[config.mk]
export PLATFORM = sky130hd
export DESIGN_NAME = cpd_card_presence_detect
export DESIGN_NICKNAME = d
export VERILOG_FILES = /design/src/rtl/cpd_pkg.sv /design/src/rtl/cpd_card_presence_detect.sv
export VERILOG_INCLUDE_DIRS = /design/src /design/src/rtl
export SDC_FILE = /design/constraint.sdc
export NUM_CORES = 1
export LEC_CHECK = 0
export BUFFER_PORTS_ARGS = -buffer_cell sky130_fd_sc_hd__buf_2
export CAP_MARGIN = 40
export CORE_ASPECT_RATIO = 0.6
export CORE_MARGIN = 2
export CORE_UTILIZATION = 40
export CTS_CLUSTER_SIZE = 25
export DETAILED_ROUTE_END_ITERATION = 8
export PLACE_DENSITY = 0.58
export SLEW_MARGIN = 20
export SYNTH_ARGS = -nofsm -noshare
export SYNTH_HDL_FRONTEND = slang
export SYNTH_SLANG_ARGS = --single-unit
[constraint.sdc]
create_clock -name i_clk -period 2.8 [get_ports i_clk]
set_clock_uncertainty 0.05 [all_clocks]
set_input_delay 0.56 -clock i_clk [delete_from_list [all_inputs] [get_ports i_clk]]
set_output_delay 0.56 -clock i_clk [all_outputs]
set_load 0.05 [all_outputs]
[src/rtl/cpd_defines.svh]
`ifndef CPD_DEFINES_SVH
`define CPD_DEFINES_SVH

// Register offsets; printed offsets are not multiples of four, so they are indices.
`define CPD_IDX_OPTIONS 8'h3A
`define CPD_IDX_Q_LOWER 8'h3F
`define CPD_IDX_Q_UPPER 8'h40
`define CPD_IDX_I_LOWER 8'h41
`define CPD_IDX_I_RESULT 8'h42
`define CPD_IDX_Q_RESULT 8'h43
`define CPD_IDX_IRQ_STATUS 8'h50
`define CPD_IDX_IRQ_MASK 8'h51

// Field positions.
`define CPD_OPT_TX_FULL_BIT 3
`define CPD_OPT_FILTER_BIT 2
`define CPD_OPT_Q_UNSTABLE_BIT 1
`define CPD_OPT_I_UNSTABLE_BIT 0
`define CPD_Q_RESULT_SUPPRESS_BIT 6

// Reset values.
`define CPD_RST_BYTE 8'h00

// Timing: longest sampling time with the filter on, in nanoseconds.
`define CPD_FILTER_MAX_SAMPLE_NS 4720
`define CPD_CLK_PERIOD_NS 4
`define CPD_FILTER_MAX_SAMPLE_CYC (`CPD_FILTER_MAX_SAMPLE_NS / `CPD_CLK_PERIOD_NS)

`endif

[src/rtl/cpd_pkg.sv]
package cpd_pkg;
  typedef enum logic [1:0] {
    CPD_IDLE = 2'b00,
    CPD_MEASURE = 2'b01,
    CPD_DONE = 2'b10
  } cpd_state_e;
endpackage

[src/rtl/cpd_card_presence_detect.sv]
// Functional notes
// RULE_01 - I upper border bits 3:2 from Q upper reg 7:6, bits 1:0 from I lower 7:6.
// RULE_02 - Interrupt when Q value exceeds Q upper border in bits 5:0.
// RULE_03 - Interrupt when I value exceeds the assembled I upper border.
// RULE_04 - Interrupt when I value is below I lower border in bits 5:0.
// RULE_05 - I result register shows last I value in bits 5:0; 7:6 reserved.
// RULE_06 - Q result register shows last Q value in bits 5:0; bit 7 reserved.
// RULE_07 - Suppress bit 6 blocks further detection interrupts until the next run starts.
// RULE_08 - Option bit 3 selects full transmitter supply, else supply minus 0.4V.
// RULE_09 - Option bit 2 bases decision on filtered values; sampling at most 4.72us.
// RULE_10 - With filter on, option bit 1 flags Q converter value changed.
// RULE_11 - With filter on, option bit 0 flags I converter value changed.
// RULE_12 - Options register exists only on later version; bits 7:4 reserved.
// RULE_13 - I upper border bits 5:4 from Q lower reg 7:6; 5:0 hold Q lower.
// RULE_14 - Every raised detection interrupt sets the detection flag in status.
// RULE_15 - Reserved bits read zero and ignore writes.
//
// The implementer's own choice: register access over APB.
`include "cpd_defines.svh"

module cpd_card_presence_detect #(
  parameter bit HAS_OPTIONS = 1'b1,
  parameter int SAMPLE_CYC = `CPD_FILTER_MAX_SAMPLE_CYC
) (
  // Clock and reset.
  input wire logic i_clk,
  input wire logic i_nrst,
  // APB slave.
  input wire logic i_psel,
  input wire logic i_penable,
  input wire logic i_pwrite,
  input wire logic [11:0] i_paddr,
  input wire logic [31:0] i_pwdata,
  output logic [31:0] o_prdata,
  output logic o_pready,
  output logic o_pslverr,
  // Measurement front end.
  input wire logic i_run_start,
  input wire logic i_sample_valid,
  input wire logic [5:0] i_i_sample,
  input wire logic [5:0] i_q_sample,
  // Analogue controls.
  output logic o_full_supply_tx_drive,
  output logic o_noise_filter_enable,
  output logic o_measuring,
  // Interrupt.
  output logic o_irq
);

  // Software visible configuration and results.
  logic [7:0] q_lower_border_reg;
  logic [7:0] q_upper_border_reg;
  logic [7:0] i_lower_border_reg;
  logic [5:0] i_last_result;
  logic [5:0] q_last_result;
  logic detect_irq_suppress;
  logic full_supply_tx_drive;
  logic noise_filter_enable;
  logic q_unstable_flag;
  logic i_unstable_flag;
  logic detect_irq_flag;
  logic irq_mask;
  // Run sequencing and filter state.
  cpd_pkg::cpd_state_e state;
  logic [31:0] sample_cnt;
  logic [5:0] i_first;
  logic [5:0] q_first;
  logic first_seen;
  logic [6:0] i_acc;
  logic [6:0] q_acc;
  logic [5:0] i_eval;
  logic [5:0] q_eval;
  logic [5:0] i_upper_border;
  // Border evaluation and bus decode.
  logic detect_hit;
  logic wr_en;
  logic rd_en;
  logic [7:0] idx;
  logic idx_hit;
  logic w_clear_irq;
  logic sample_take;
  logic run_end;
  logic filter_limit;
  logic [7:0] next_rdata;

  // Registers sit one per word, so the register index is the word address.
  assign idx = i_paddr[9:2];
  // A write lands only in the access cycle that the slave completes.
  assign wr_en = i_psel && i_penable && i_pwrite && o_pready;
  // Read data is fetched in the setup cycle so it is ready together with pready.
  assign rd_en = i_psel && !i_penable && !i_pwrite;
  // The I upper border has no register of its own; its six bits are spread over
  // the top two bits of three other registers, most significant part first.
  assign i_upper_border = {q_lower_border_reg[7:6], q_upper_border_reg[7:6], i_lower_border_reg[7:6]}; // RULE_01 RULE_13
  assign sample_take = (state == cpd_pkg::CPD_MEASURE) && i_sample_valid;
  // With the filter off the first sample decides; with it on the run is cut at
  // the sampling limit, which bounds how long the transmitter stays on.
  assign filter_limit = (sample_cnt >= SAMPLE_CYC - 1);
  assign run_end = (state == cpd_pkg::CPD_MEASURE) &&
    ((sample_take && !noise_filter_enable) || filter_limit); // RULE_09
  // Only bit 0 of the status word can be cleared; the other bits are reserved.
  // A clear that misses the word alignment is dropped like any other misaligned write.
  assign w_clear_irq = wr_en && (idx == `CPD_IDX_IRQ_STATUS) && (i_paddr[1:0] == 2'b00) && i_pwdata[0];

  // With the filter on, the decision uses a two-sample average to smooth noise.
  // The first sample of a run has nothing to average with, so it is judged raw.
  // The average lags one sample behind, which trades reaction time for stability.
  always_comb begin
    if (noise_filter_enable && first_seen) begin // RULE_09
      i_eval = i_acc[6:1];
      q_eval = q_acc[6:1];
    end else begin
      i_eval = i_i_sample;
      q_eval = i_q_sample;
    end
  end

  // Any one border crossing is enough to call a card; the checks are independent.
  // Equal values are inside the window on both borders.
  // There is no Q lower border check here; that border is only stored.
  always_comb begin
    detect_hit = 1'b0;
    if (q_eval > q_upper_border_reg[5:0]) begin // RULE_02
      detect_hit = 1'b1;
    end
    if (i_eval > i_upper_border) begin // RULE_03
      detect_hit = 1'b1;
    end
    if (i_eval < i_lower_border_reg[5:0]) begin // RULE_04
      detect_hit = 1'b1;
    end
  end

  // Detection run sequencing.
  // A run is only accepted from idle, so a stray start pulse mid-run is ignored.
  // The done state gives the result registers one quiet cycle before the next run.
  always_ff @(posedge i_clk or negedge i_nrst) begin
    if (!i_nrst) begin
      state <= cpd_pkg::CPD_IDLE;
      sample_cnt <= 32'h0000_0000;
    end else begin
      unique case (state)
        cpd_pkg::CPD_IDLE: begin
          // The counter is held at zero so each run measures from a clean start.
          sample_cnt <= 32'h0000_0000;
          if (i_run_start) begin
            state <= cpd_pkg::CPD_MEASURE;
          end
        end
        cpd_pkg::CPD_MEASURE: begin
          sample_cnt <= sample_cnt + 32'h0000_0001;
          // The filtered run is cut at the sampling limit to bound RF-on time.
          if (run_end) begin // RULE_09
            state <= cpd_pkg::CPD_DONE;
          end
        end
        cpd_pkg::CPD_DONE: begin
          // A start seen here is lost; the front end only starts runs while idle.
          state <= cpd_pkg::CPD_IDLE;
        end
        default: begin
          // The unused state code recovers to idle.
          state <= cpd_pkg::CPD_IDLE;
        end
      endcase
    end
  end

  // Results and the reference sample of each run.
  // With the filter on, a later sample that differs from the reference marks its channel unstable.
  // The flags are cleared when a run starts, so they describe one run only.
  always_ff @(posedge i_clk or negedge i_nrst) begin
    if (!i_nrst) begin
      i_last_result <= 6'h00;
      q_last_result <= 6'h00;
      i_first <= 6'h00;
      q_first <= 6'h00;
      first_seen <= 1'b0;
      i_acc <= 7'h00;
      q_acc <= 7'h00;
    end else begin
      if (state == cpd_pkg::CPD_IDLE && i_run_start) begin
        first_seen <= 1'b0;
      end else if (sample_take) begin
        i_last_result <= i_eval; // RULE_05
        q_last_result <= q_eval; // RULE_06
        first_seen <= 1'b1;
        // The sum keeps one spare bit so the average of two six-bit values cannot wrap.
        i_acc <= {1'b0, i_i_sample} + {1'b0, first_seen ? i_first : i_i_sample};
        q_acc <= {1'b0, i_q_sample} + {1'b0, first_seen ? q_first : i_q_sample};
        // The first sample of a run is the reference for the unstable flags.
        if (!first_seen) begin
          i_first <= i_i_sample;
          q_first <= i_q_sample;
        end
      end
    end
  end

  // Per channel instability tracking: channel 0 is I, channel 1 is Q.
  // Changes are only recorded with the filter on, where the flags have meaning.
  logic [1:0][5:0] chan_sample;
  logic [1:0][5:0] chan_first;
  wire [1:0] chan_unstable;
  assign chan_sample = {i_q_sample, i_i_sample};
  assign chan_first = {q_first, i_first};
  generate
    for (genvar ch = 0; ch < 2; ch++) begin : g_unstable
      logic unstable;
      always_ff @(posedge i_clk or negedge i_nrst) begin
        if (!i_nrst) begin
          unstable <= 1'b0;
        end else if (state == cpd_pkg::CPD_IDLE && i_run_start) begin
          unstable <= 1'b0;
        end else if (sample_take && first_seen && noise_filter_enable) begin
          if (chan_sample[ch] != chan_first[ch]) begin
            unstable <= 1'b1;
          end
        end
      end
      assign chan_unstable[ch] = unstable;
    end
  endgenerate
  assign i_unstable_flag = chan_unstable[0]; // RULE_11
  assign q_unstable_flag = chan_unstable[1]; // RULE_10

  // Software writable configuration.
  // Misaligned writes are dropped so a byte lane mistake cannot change a border.
  // On the earlier silicon the options word is inert and reads back as zero.
  always_ff @(posedge i_clk or negedge i_nrst) begin
    if (!i_nrst) begin
      q_lower_border_reg <= `CPD_RST_BYTE;
      q_upper_border_reg <= `CPD_RST_BYTE;
      i_lower_border_reg <= `CPD_RST_BYTE;
      full_supply_tx_drive <= 1'b0;
      noise_filter_enable <= 1'b0;
      irq_mask <= 1'b0;
    end else if (wr_en && i_paddr[1:0] == 2'b00) begin
      unique case (idx)
        `CPD_IDX_Q_LOWER: q_lower_border_reg <= i_pwdata[7:0];
        `CPD_IDX_Q_UPPER: q_upper_border_reg <= i_pwdata[7:0];
        `CPD_IDX_I_LOWER: i_lower_border_reg <= i_pwdata[7:0];
        `CPD_IDX_OPTIONS: begin
          if (HAS_OPTIONS) begin // RULE_12
            full_supply_tx_drive <= i_pwdata[`CPD_OPT_TX_FULL_BIT]; // RULE_08
            noise_filter_enable <= i_pwdata[`CPD_OPT_FILTER_BIT]; // RULE_09
          end
        end
        // The mask only gates the pin; the status flag is set regardless.
        `CPD_IDX_IRQ_MASK: irq_mask <= i_pwdata[0];
        default: begin
        end
      endcase
    end
  end

  // Suppress holds off detection interrupts until a new run starts.
  // Software sets it after reading a hit to stop the flag from being set again.
  // A start wins over a write in the same cycle, so that write cannot mute the new run.
  always_ff @(posedge i_clk or negedge i_nrst) begin
    if (!i_nrst) begin
      detect_irq_suppress <= 1'b0;
    end else if (state == cpd_pkg::CPD_IDLE && i_run_start) begin
      detect_irq_suppress <= 1'b0; // RULE_07
    end else if (wr_en && idx == `CPD_IDX_Q_RESULT && i_paddr[1:0] == 2'b00) begin
      detect_irq_suppress <= i_pwdata[`CPD_Q_RESULT_SUPPRESS_BIT]; // RULE_07
    end
  end

  // Sticky detection flag; a new hit wins over a write-one clear in the same cycle.
  // Only a sample that is actually taken can raise the flag.
  // Losing the hit instead would hide a card that arrived during the clear.
  always_ff @(posedge i_clk or negedge i_nrst) begin
    if (!i_nrst) begin
      detect_irq_flag <= 1'b0;
    end else if (sample_take && detect_hit && !detect_irq_suppress) begin
      detect_irq_flag <= 1'b1; // RULE_14 RULE_07
    end else if (w_clear_irq) begin
      detect_irq_flag <= 1'b0;
    end
  end

  // Read data for the addressed register; reserved bits are tied to zero.
  // Unmapped, misaligned or out of range addresses are flagged for pslverr.
  // The decode is shared by reads and by the error response of writes.
  always_comb begin
    next_rdata = 8'h00;
    idx_hit = 1'b1;
    unique case (idx)
      `CPD_IDX_Q_LOWER: next_rdata = q_lower_border_reg;
      `CPD_IDX_Q_UPPER: next_rdata = q_upper_border_reg;
      `CPD_IDX_I_LOWER: next_rdata = i_lower_border_reg;
      `CPD_IDX_I_RESULT: next_rdata = {2'b00, i_last_result}; // RULE_05 RULE_15
      `CPD_IDX_Q_RESULT: next_rdata = {1'b0, detect_irq_suppress, q_last_result}; // RULE_06 RULE_15
      `CPD_IDX_OPTIONS: begin
        if (HAS_OPTIONS) begin
          next_rdata = {4'h0, full_supply_tx_drive, noise_filter_enable,
            q_unstable_flag && noise_filter_enable, i_unstable_flag && noise_filter_enable}; // RULE_12 RULE_15
        end
      end
      `CPD_IDX_IRQ_STATUS: next_rdata = {7'h00, detect_irq_flag};
      `CPD_IDX_IRQ_MASK: next_rdata = {7'h00, irq_mask};
      default: idx_hit = 1'b0;
    endcase
    if (i_paddr[1:0] != 2'b00 || i_paddr[11:10] != 2'b00) begin
      idx_hit = 1'b0;
    end
  end

  // APB answers in the first access cycle; unmapped addresses return an error.
  // Pready is a one-cycle pulse, so the slave never inserts wait states.
  always_ff @(posedge i_clk or negedge i_nrst) begin
    if (!i_nrst) begin
      o_prdata <= 32'h0000_0000;
      o_pready <= 1'b0;
      o_pslverr <= 1'b0;
    end else begin
      o_pready <= i_psel && !i_penable;
      o_pslverr <= i_psel && !i_penable && !idx_hit;
      // Read data is reloaded on every setup so a write or a refused read shows zero.
      if (i_psel && !i_penable) begin
        if (rd_en && idx_hit) begin
          o_prdata <= {24'h00_0000, next_rdata};
        end else begin
          o_prdata <= 32'h0000_0000;
        end
      end
    end
  end

  // Every output is registered, so the pins lag the internal state by one cycle.
  // The interrupt line is the masked detection flag.
  // The measuring output lets the analogue side power up only during a run.
  always_ff @(posedge i_clk or negedge i_nrst) begin
    if (!i_nrst) begin
      o_full_supply_tx_drive <= 1'b0;
      o_noise_filter_enable <= 1'b0;
      o_measuring <= 1'b0;
      o_irq <= 1'b0;
    end else begin
      o_full_supply_tx_drive <= full_supply_tx_drive; // RULE_08
      o_noise_filter_enable <= noise_filter_enable;
      o_measuring <= (state == cpd_pkg::CPD_MEASURE);
      o_irq <= detect_irq_flag && irq_mask;
    end
  end

endmodule

# == Yosys cells after proc, flatten, opt, wreduce, memory -nomap -nowiden ==
# Cells that the tools add are included.
# totals
register_bits,142
in_bits,63
output_inout_bits,38
# classes
addsub,3
magnitude_cmp,4
eq_ne,13
mux,27
n_bitwise,1
reduce_logical,53
# ops
operator,n
32-bit one-hot mux with 2 select lines,1
8-bit one-hot mux with 8 select lines,1
"8-bit by 7-bit == test with 1-bit output, second input constant",6
"32-bit by 1-bit adder with 32-bit output, second input constant",1
"32-bit by 11-bit >= comparator with 1-bit output, second input constant",1
1-bit logical AND,25
6-bit 2-to-1 mux,4
2-bit AND reduction,9
2-bit nonzero test,9
1-bit 2-to-1 mux,17
"8-bit by 6-bit == test with 1-bit output, second input constant",2
6-bit by 6-bit adder with 7-bit output,2
6-bit > comparator,2
6-bit inequality test,2
8-bit 2-to-1 mux,1
8-bit OR reduction,1
6-bit less-than comparator,1
1-bit zero test,5
2-bit zero test,2
2-bit 2-to-1 mux,2
"2-bit inequality test, second input constant",2
2-bit one-hot mux with 2 select lines,1
"2-bit by 1-bit == test with 1-bit output, second input constant",1
1-bit logical OR,2
1-bit NOT,1

# == Longest topological paths before layout ==
# Gate-level depths: netlist of the first run.
# depth
word_depth,9
mapped_depth,9
depth_no_buf,8

# == Worst setup path before layout of the first run ==
# OpenSTA, ideal clock, no wires.
# synth_path
path_type,flip-flop to flip-flop
start,register noise_filter_enable
end,register detect_irq_flag
arrival_time_ps,2448
slack_ps,170
stages_incl_launch_ff,10
period_less_slack_ps,2630
cell_sequence,dfrtp_1 > nand2_1 > buf_1 > mux2_2 > ha_1 > a21oi_1 > a21boi_0 > o32a_1 > a311oi_1 > o31ai_1
# synth_via
word_cells_on_any_way,13
# synth_lines
element,line,rtl
"start, declared",cpd_card_presence_detect.sv:58,logic noise_filter_enable;
"start signal, assigned",cpd_card_presence_detect.sv:246,noise_filter_enable <= i_pwdata[`CPD_OPT_FILTER_BIT];
1-bit logical AND (*),cpd_card_presence_detect.sv:109,if (noise_filter_enable && first_seen) begin
6-bit 2-to-1 mux (*),cpd_card_presence_detect.sv:109,
net i_eval[4],cpd_card_presence_detect.sv:71,logic [5:0] i_eval;
6-bit > comparator,cpd_card_presence_detect.sv:126,if (i_eval > i_upper_border) begin
1-bit 2-to-1 mux,cpd_card_presence_detect.sv:126,
1-bit 2-to-1 mux (*),cpd_card_presence_detect.sv:129,if (i_eval < i_lower_border_reg[5:0]) begin
1-bit logical AND (*) (2 in series),cpd_card_presence_detect.sv:276,end else if (sample_take && detect_hit && !detect_irq_suppress) begin
1-bit 2-to-1 mux or 2-bit nonzero test (tied branches),n/a,
"end signal, assigned",cpd_card_presence_detect.sv:275,detect_irq_flag <= 1'b0;
"end signal, assigned",cpd_card_presence_detect.sv:277,detect_irq_flag <= 1'b1;
"end signal, assigned",cpd_card_presence_detect.sv:279,detect_irq_flag <= 1'b0;
"end, declared",cpd_card_presence_detect.sv:61,logic detect_irq_flag;
# Mark *: on every way through the listed nets, which the timed path passes. The rest lies on a longest branch.
# A chain may end at the register's enable or synchronous reset.

# == Worst setup path after layout of the first run ==
# layout_path
start,register noise_filter_enable
end,register detect_irq_flag
# layout_via
elab_chain_cells,9
word_cells_on_any_way,13
# layout_rtl
element,line,rtl
1-bit logical AND (*),cpd_card_presence_detect.sv:109,
6-bit 2-to-1 mux,cpd_card_presence_detect.sv:109,
6-bit > comparator,cpd_card_presence_detect.sv:123,if (q_eval > q_upper_border_reg[5:0]) begin
1-bit 2-to-1 mux,cpd_card_presence_detect.sv:123,
1-bit 2-to-1 mux,cpd_card_presence_detect.sv:126,
1-bit 2-to-1 mux (*),cpd_card_presence_detect.sv:129,
1-bit logical AND (*) (2 in series),cpd_card_presence_detect.sv:276,
1-bit 2-to-1 mux or 2-bit nonzero test (tied branches),n/a,
# Mark *: on every way between the ends. The rest lies on a longest branch, timed or not.

==> results_dict.tcl, run 1 <==
set metrics [dict create \
    status "complete, no violations" \
    hold_buffers 0 \
    antenna_left 0 \
    hpwl_mm 12.2 \
    yosysTopAreaCell "dfrtp_1" \
    tns_ns 0 \
    yosys-top-cells-count "dfrtp_1, mux2_2, nand2_1" \
    cts_buffers 17 \
    synth_ff_type "dfrtp_1" \
    worstMarginPinSlew_ns 0.833 \
    grt_first_pass_wirelength_mm 27.3 \
    peakVddDrop_mv 0.405 \
    start_util_pct 41.1 \
    clockRootBuffer "clkbuf_16" \
    first_pass_iters 4 \
    regMostFlops "sample_cnt" \
    ys_types 64 \
    drv_cap 0 \
    fmax_ghz 0.382 \
    largest_register_ffs 32 \
    cts_tree "yes" \
    fin_util_pct 48.1 \
    postCtsSetupRepairBufs 0 \
    first_global_vias 5154 \
    drt-wirelength-per-cell_um 17.4 \
    worst-path-max-fanout 10 \
    ioPinCount 101 \
    end_kind "flop" \
    period_needed_ns 2.62 \
    synth_cells 646 \
    die_h_um 104 \
    crit_chain "nand2_1, buf_4, mux2i_1, ha_1, nand2b_1, a21oi_1, o32a_1, a311oi_1, o31ai_1" \
    cts_buffer_depth 2 \
    cp.depth 9 \
    fin_nets 804 \
    setup_viol 0 \
    yosysMostFrequentCell "dfrtp_1" \
    antenna_found_initial 0 \
    crit_start "noise_filter_enable" \
    overflow 0 \
    max_stage_delay_ns 0.54 \
    route.detailed.drc 0 \
    drtIter0Drc 335 \
    synthArstFlopShare_pct 100 \
    endpoint "detect_irq_flag" \
    cts.clk_slew.worst_paths_ns 0.05 \
    syn_area_per_cell_um2 10.3 \
    slew_headroom_pct 43.9 \
    wirelength_mm 16.5 \
    r2r_cells 9 \
    critPathTopFamily "compound AO/OA/AOI/OAI gates" \
    ys_seq_area_share_pct 43.5 \
    grt_max_degree 50 \
    r2r_slack_ns 0.18 \
    vias 5128 \
    path_class "flop to flop" \
    regToRegEndpoint "detect_irq_flag" \
    r2r-start "noise_filter_enable" \
    synth.area.top_cells "dfrtp_1, mux2_2, ha_1, xor2_1, nand2_1" \
    hold_viol 0 \
    rsz0062_at_grt "no" \
    row_count 36 \
    required_ns 3.04 \
    crit_buf_inv 1 \
    synth_warnings 0 \
    synth_seq_cells 116 \
    arrival_ns 2.86 \
    area_growth_pct 17.2 \
    clock_sinks 116 \
    diodes 0 \
    place_congestion 0.841 \
    worstHoldPathType "input pin to async pin" \
    htreeDepth 4 \
    syn-cell-area_mm2 0.00668 \
    core_mm2 0.0163 \
    final_max_slew_viol_count 0 \
    dieArea_mm2 0.0178 \
    leakagePower_nw 3.60 \
    die_width_um 171 \
    finalCritPeriodShare_pct 93.5 \
    fillers 1472 \
    synth_top_area_share_pct 43.5 \
    viasPerCell 5.39 \
    synth_edf_count 0 \
    io_buffers 52 \
    grt.total_usage_pct 19.8 \
    clk_latency_ns 0.42 \
    powerDensity_mw_per_mm2 785 \
    post_cts_resized 0 \
    drive_above_1_share_pct 25.7 \
    critPathLaunchType "flop" \
    crit_slowest_cell "mux2i_1" \
]
-- layer usage --
metal | wire length [um] | GRT usage, % | part of all wire, % | vias up
met1 | 8110 | 29.2 | 49 | 2553
met3 | 1090 | 5.56 | 6.6 | 25
li1 | - | - | - | 2393
met4 | 272 | 6.17 | 1.6 | 0
met5 | 0 | 0 | 0 | -
met2 | 7070 | 28.0 | 43 | 157
-- through the flow --
step	power (mW)	setup WS, ns	instances	instance area (um2)	hold WS, ns
after global routing	6.49	0.0531	952	7830	0.137
after CTS	6.18	0.197	952	7830	0.118
after detailed placement	3.82	0.206	920	7190	0.340
after floorplan	3.37	0.170	669	6760	0.214
after global placement	3.73	0.265	920	7190	0.335
final	6.15	0.183	952	7830	0.0946
-- power breakdown --
part / switching (mW) / internal (mW)
clock: 0.806 / 1.54
combinational: 0.913 / 0.667
sequential: 0.240 / 1.98
total: 1.96 / 4.19
-- layout make-up --
class	count	area, um2	area share, %
well taps	228	285	3.64
multi-input cells	475	3480	44.4
clock inverters	12	179	2.29
clock buffers	20	457	5.83
flip-flops and latches	116	2900	37.1
repair buffers	70	410	5.24
inverters	31	116	1.49
-- worst min path at each step --
stage                                     from                endpoint  slack [ns]  cells after the start
after floorplan                         i_nrst         detect_irq_flag        0.21                      0
after global placement    full_supply_tx_drive  o_full_supply_tx_drive        0.34                      0
after detailed placement  full_supply_tx_drive  o_full_supply_tx_drive        0.34                      0
after CTS                               i_nrst          sample_cnt[11]        0.12                      1
after global routing                    i_nrst          sample_cnt[27]        0.14                      1
final                                   i_nrst          sample_cnt[23]        0.09                      1
-- logic make-up after synthesis --
logic type               share of synthesized area (%)
buffers and inverters                             5.81
AND/OR/NAND/NOR                                   16.2
other                                           0.0562
flip-flops                                        43.5
adder cells (fa/ha/maj)                           5.85
AO/OA/AOI/OAI                                     9.35
multiplexers                                      14.1
XOR/XNOR                                          5.12
-- cells in the final DEF, fill, tap and decap left out, types with 6 or more instances in the layout --
cell	instances
nor4_1	10
ha_1	28
nor3_1	6
dfrtp_1	116
and3_1	9
nand4_1	18
nand3_1	20
nor2b_1	7
clkbuf_16	17
a21oi_1	23
buf_2	51
o21ai_0	32
and2_1	8
xnor2_1	12
xor2_1	27
nand2_1	49
nor2_1	42
mux2i_1	12
conb_1	24
buf_4	18
inv_1	31
mux2_2	69
(Power assumes the default switching activity.)
==> run 2, diff against run 1 <==
--- a/config.mk
+++ b/config.mk
@@ -6,6 +6,7 @@
 export SDC_FILE = /design/constraint.sdc
 export NUM_CORES = 1
 export LEC_CHECK = 0
+export ABC_AREA = 1
 export BUFFER_PORTS_ARGS = -buffer_cell sky130_fd_sc_hd__buf_2
 export CAP_MARGIN = 40
 export CORE_ASPECT_RATIO = 0.6
@@ -13,7 +14,8 @@
 export CORE_UTILIZATION = 40
 export CTS_CLUSTER_SIZE = 25
 export DETAILED_ROUTE_END_ITERATION = 8
-export PLACE_DENSITY = 0.58
+export PLACE_DENSITY = 0.57
+export RECOVER_POWER = 100
 export SLEW_MARGIN = 20
 export SYNTH_ARGS = -nofsm -noshare
 export SYNTH_HDL_FRONTEND = slang
==> results_dict.tcl, run 2 <==
set metrics [dict create \
    period_needed_ns 2.37 \
    clk_latency_ns 0.42 \
    cts.clk_slew.worst_paths_ns 0.05 \
    grt.total_usage_pct 22.7 \
    synth_top_area_share_pct 39.1 \
    seq_power_share_pct 34.5 \
    worstHoldPathType "input pin to flop" \
    dieArea_mm2 0.0197 \
    peakVddDrop_mv 0.379 \
    leakagePower_nw 4.10 \
    synth_warnings 0 \
    max_stage_delay_ns 0.41 \
    status "finished, violations left" \
    powerDensity_mw_per_mm2 745 \
    swShare_pct 33.9 \
    failed_checks "max-capacitance violations, max-slew violations" \
    hpwl_mm 16.0 \
    core_mm2 0.0181 \
    hold_buffers 0 \
    diodes 0 \
    p_switching_mw 2.13 \
    fin_nets 1176 \
    rsz0062_at_grt "no" \
    antenna_left 0 \
    drive_above_1_share_pct 9.86 \
    crit_chain "nand2_1, clkbuf_2, nor2_1, a21oi_1, ha_1, nand2_1, nor2_1, nand2_1, nand3_1, nand2_1, nand2_1, inv_1, nand2_1, nand2_1, nand2_1" \
    yosysTopAreaCell "dfrtp_1" \
    synth_cells 1024 \
    first_pass_iters 5 \
    syn_area_per_cell_um2 7.26 \
    layout_commonest_cell "nand2_1" \
    largest_register_ffs 32 \
    synth_edf_count 0 \
    hold_viol 0 \
    start_util_pct 41.0 \
    worstMarginPinSlew_ns 1.71 \
    syn-cell-area_mm2 0.00743 \
    arrival_ns 2.61 \
    vias 6710 \
    regMostFlops "sample_cnt" \
    required_ns 3.05 \
    mostFrequentLayoutCells "nand2_1, dfrtp_1, inv_1" \
    cts_buffer_depth 2 \
    ioPinCount 101 \
    finalPower_mw 6.27 \
    end_kind "flop" \
    synth.area.top_cells "dfrtp_1, nand2_1, nand3_1, inv_1, nor2_1" \
    drtIter0Drc 613 \
    critPathLaunchType "flop" \
    yosysMostFrequentCell "nand2_1" \
    synth_seq_cells 116 \
    crit_slowest_cell "clkbuf_2" \
    clock_sinks 116 \
    slew_headroom_pct -14.2 \
    antenna_found_initial 0 \
    cts_buffers 17 \
    overflow 0 \
    drt-wirelength-per-cell_um 15.9 \
    route.detailed.drc 0 \
    final_cell_area_mm2 0.00841 \
    clockRootBuffer "clkbuf_16" \
    postCtsSetupRepairBufs 0 \
    post_cts_resized 0 \
    yosys-top-cells-count "nand2_1, dfrtp_1, inv_1" \
    path_class "flop to flop" \
    cts_tree "yes" \
    area_growth_pct 13.2 \
    fmax_ghz 0.423 \
    ys_types 40 \
    die_h_um 110 \
    drv_cap 1 \
    row_count 38 \
    worst-path-max-fanout 24 \
    first_global_vias 5889 \
    clock_power_share_pct 38.9 \
    placed_cell_area_mm2 0.00788 \
    crit_top_cell "nand2_1" \
    synthArstFlopShare_pct 100 \
    wirelength_mm 21.2 \
    pwr-share-comb_pct 26.6 \
    io_buffers 52 \
    setup_viol 0 \
    place_congestion 0.952 \
    viasPerCell 5.03 \
    synth_ff_type "dfrtp_1" \
    htreeDepth 4 \
    finalCritPeriodShare_pct 84.5 \
    ys_seq_area_share_pct 39.1 \
    grt_max_degree 117 \
    grt_first_pass_wirelength_mm 33.9 \
    die_width_um 180 \
    tns_ns 0 \
    p_int_mw 4.15 \
    final_max_slew_viol_count 117 \
]
run 2: changes by cell type in the layout (fill, tap and decap cells not counted), sizes merged, moves of 32 or more:
cell and change:
o21ai +56, inv +89, nand2 +260, mux2 -69, nor2 +72, nand3 +68, buf -32
run 2: critical path: cells and delay by family (launching register included):
| kind | cells | cell delay (ns) |
|---|---|---|
| fa+ha+maj | 1 | 0.28 |
| buf+inv | 2 | 0.46 |
| flops | 1 | 0.37 |
| compound gates | 1 | 0.25 |
| simple gates | 11 | 0.82 |
run 2: power groups by stage:
stage | Sequential, mW | Clock, mW | Combinational (mW)
after global routing | 2.21 | 2.57 | 1.91
after global placement | 2.19 | 0 | 1.70
after floorplan | 2.17 | 0 | 1.26
final | 2.17 | 2.44 | 1.67
after CTS | 2.16 | 2.48 | 1.72
after detailed placement | 2.19 | 0 | 1.71
run 2: worst paths after layout:
kind | startpoint | end | slack, ns | cells past startpoint
setup / recovery | noise_filter_enable | detect_irq_flag | 0.43 | 15
hold / removal | i_pwdata[4] | q_upper_border_reg[4] | 0.37 | 3
setup reg to reg | noise_filter_enable | detect_irq_flag | 0.43 | 15
hold reg to reg | full_supply_tx_drive | o_full_supply_tx_drive | 0.42 | 0
max in group asynchronous | i_nrst | i_acc[2] | 0.94 | 2
min in group asynchronous | i_nrst | q_first[2] | 0.63 | 2
run 2: cells by family after synthesis:
logic type | Yosys count | share of synthesized area [%]
adders and majority gates | 30 | 5.25
buffers and inverters | 167 | 10.1
xor gates and xnor gates | 18 | 2.12
other | 1 | 0.0505
AOI/OAI and AO/OA | 139 | 9.95
and+or+nand+nor | 553 | 33.5
DFF | 116 | 39.1
run 2: area by class of cell:
type	instances	area (um2)
clock buffer	22	474
fill	1863	9700
timing repair buffer	62	295
sequential	116	2900
multi-input combinational	764	3800
inverter	122	462
tap	240	300
clock inverter	9	175
run 2: per-stage QoR:
stage                     cells  setup WS, ns  hold WS, ns  utilization (%)
after floorplan            1047         0.823        0.214                -
after global placement     1304         0.565        0.414             43.5
after detailed placement   1304         0.550        0.411             43.5
after CTS                  1335         0.596        0.225             47.1
after global routing       1335         0.210        0.378             46.4
final                      1335         0.434        0.371             46.4
run 2: per-layer routing:
| layer | global-route usage, % | share of wire (%) |
|---|---|---|
| met4 | 4.47 | 0.58 |
| met2 | 26.1 | 34 |
| met3 | 7.32 | 9.1 |
| met1 | 38.3 | 56 |
| met5 | 0 | 0 |
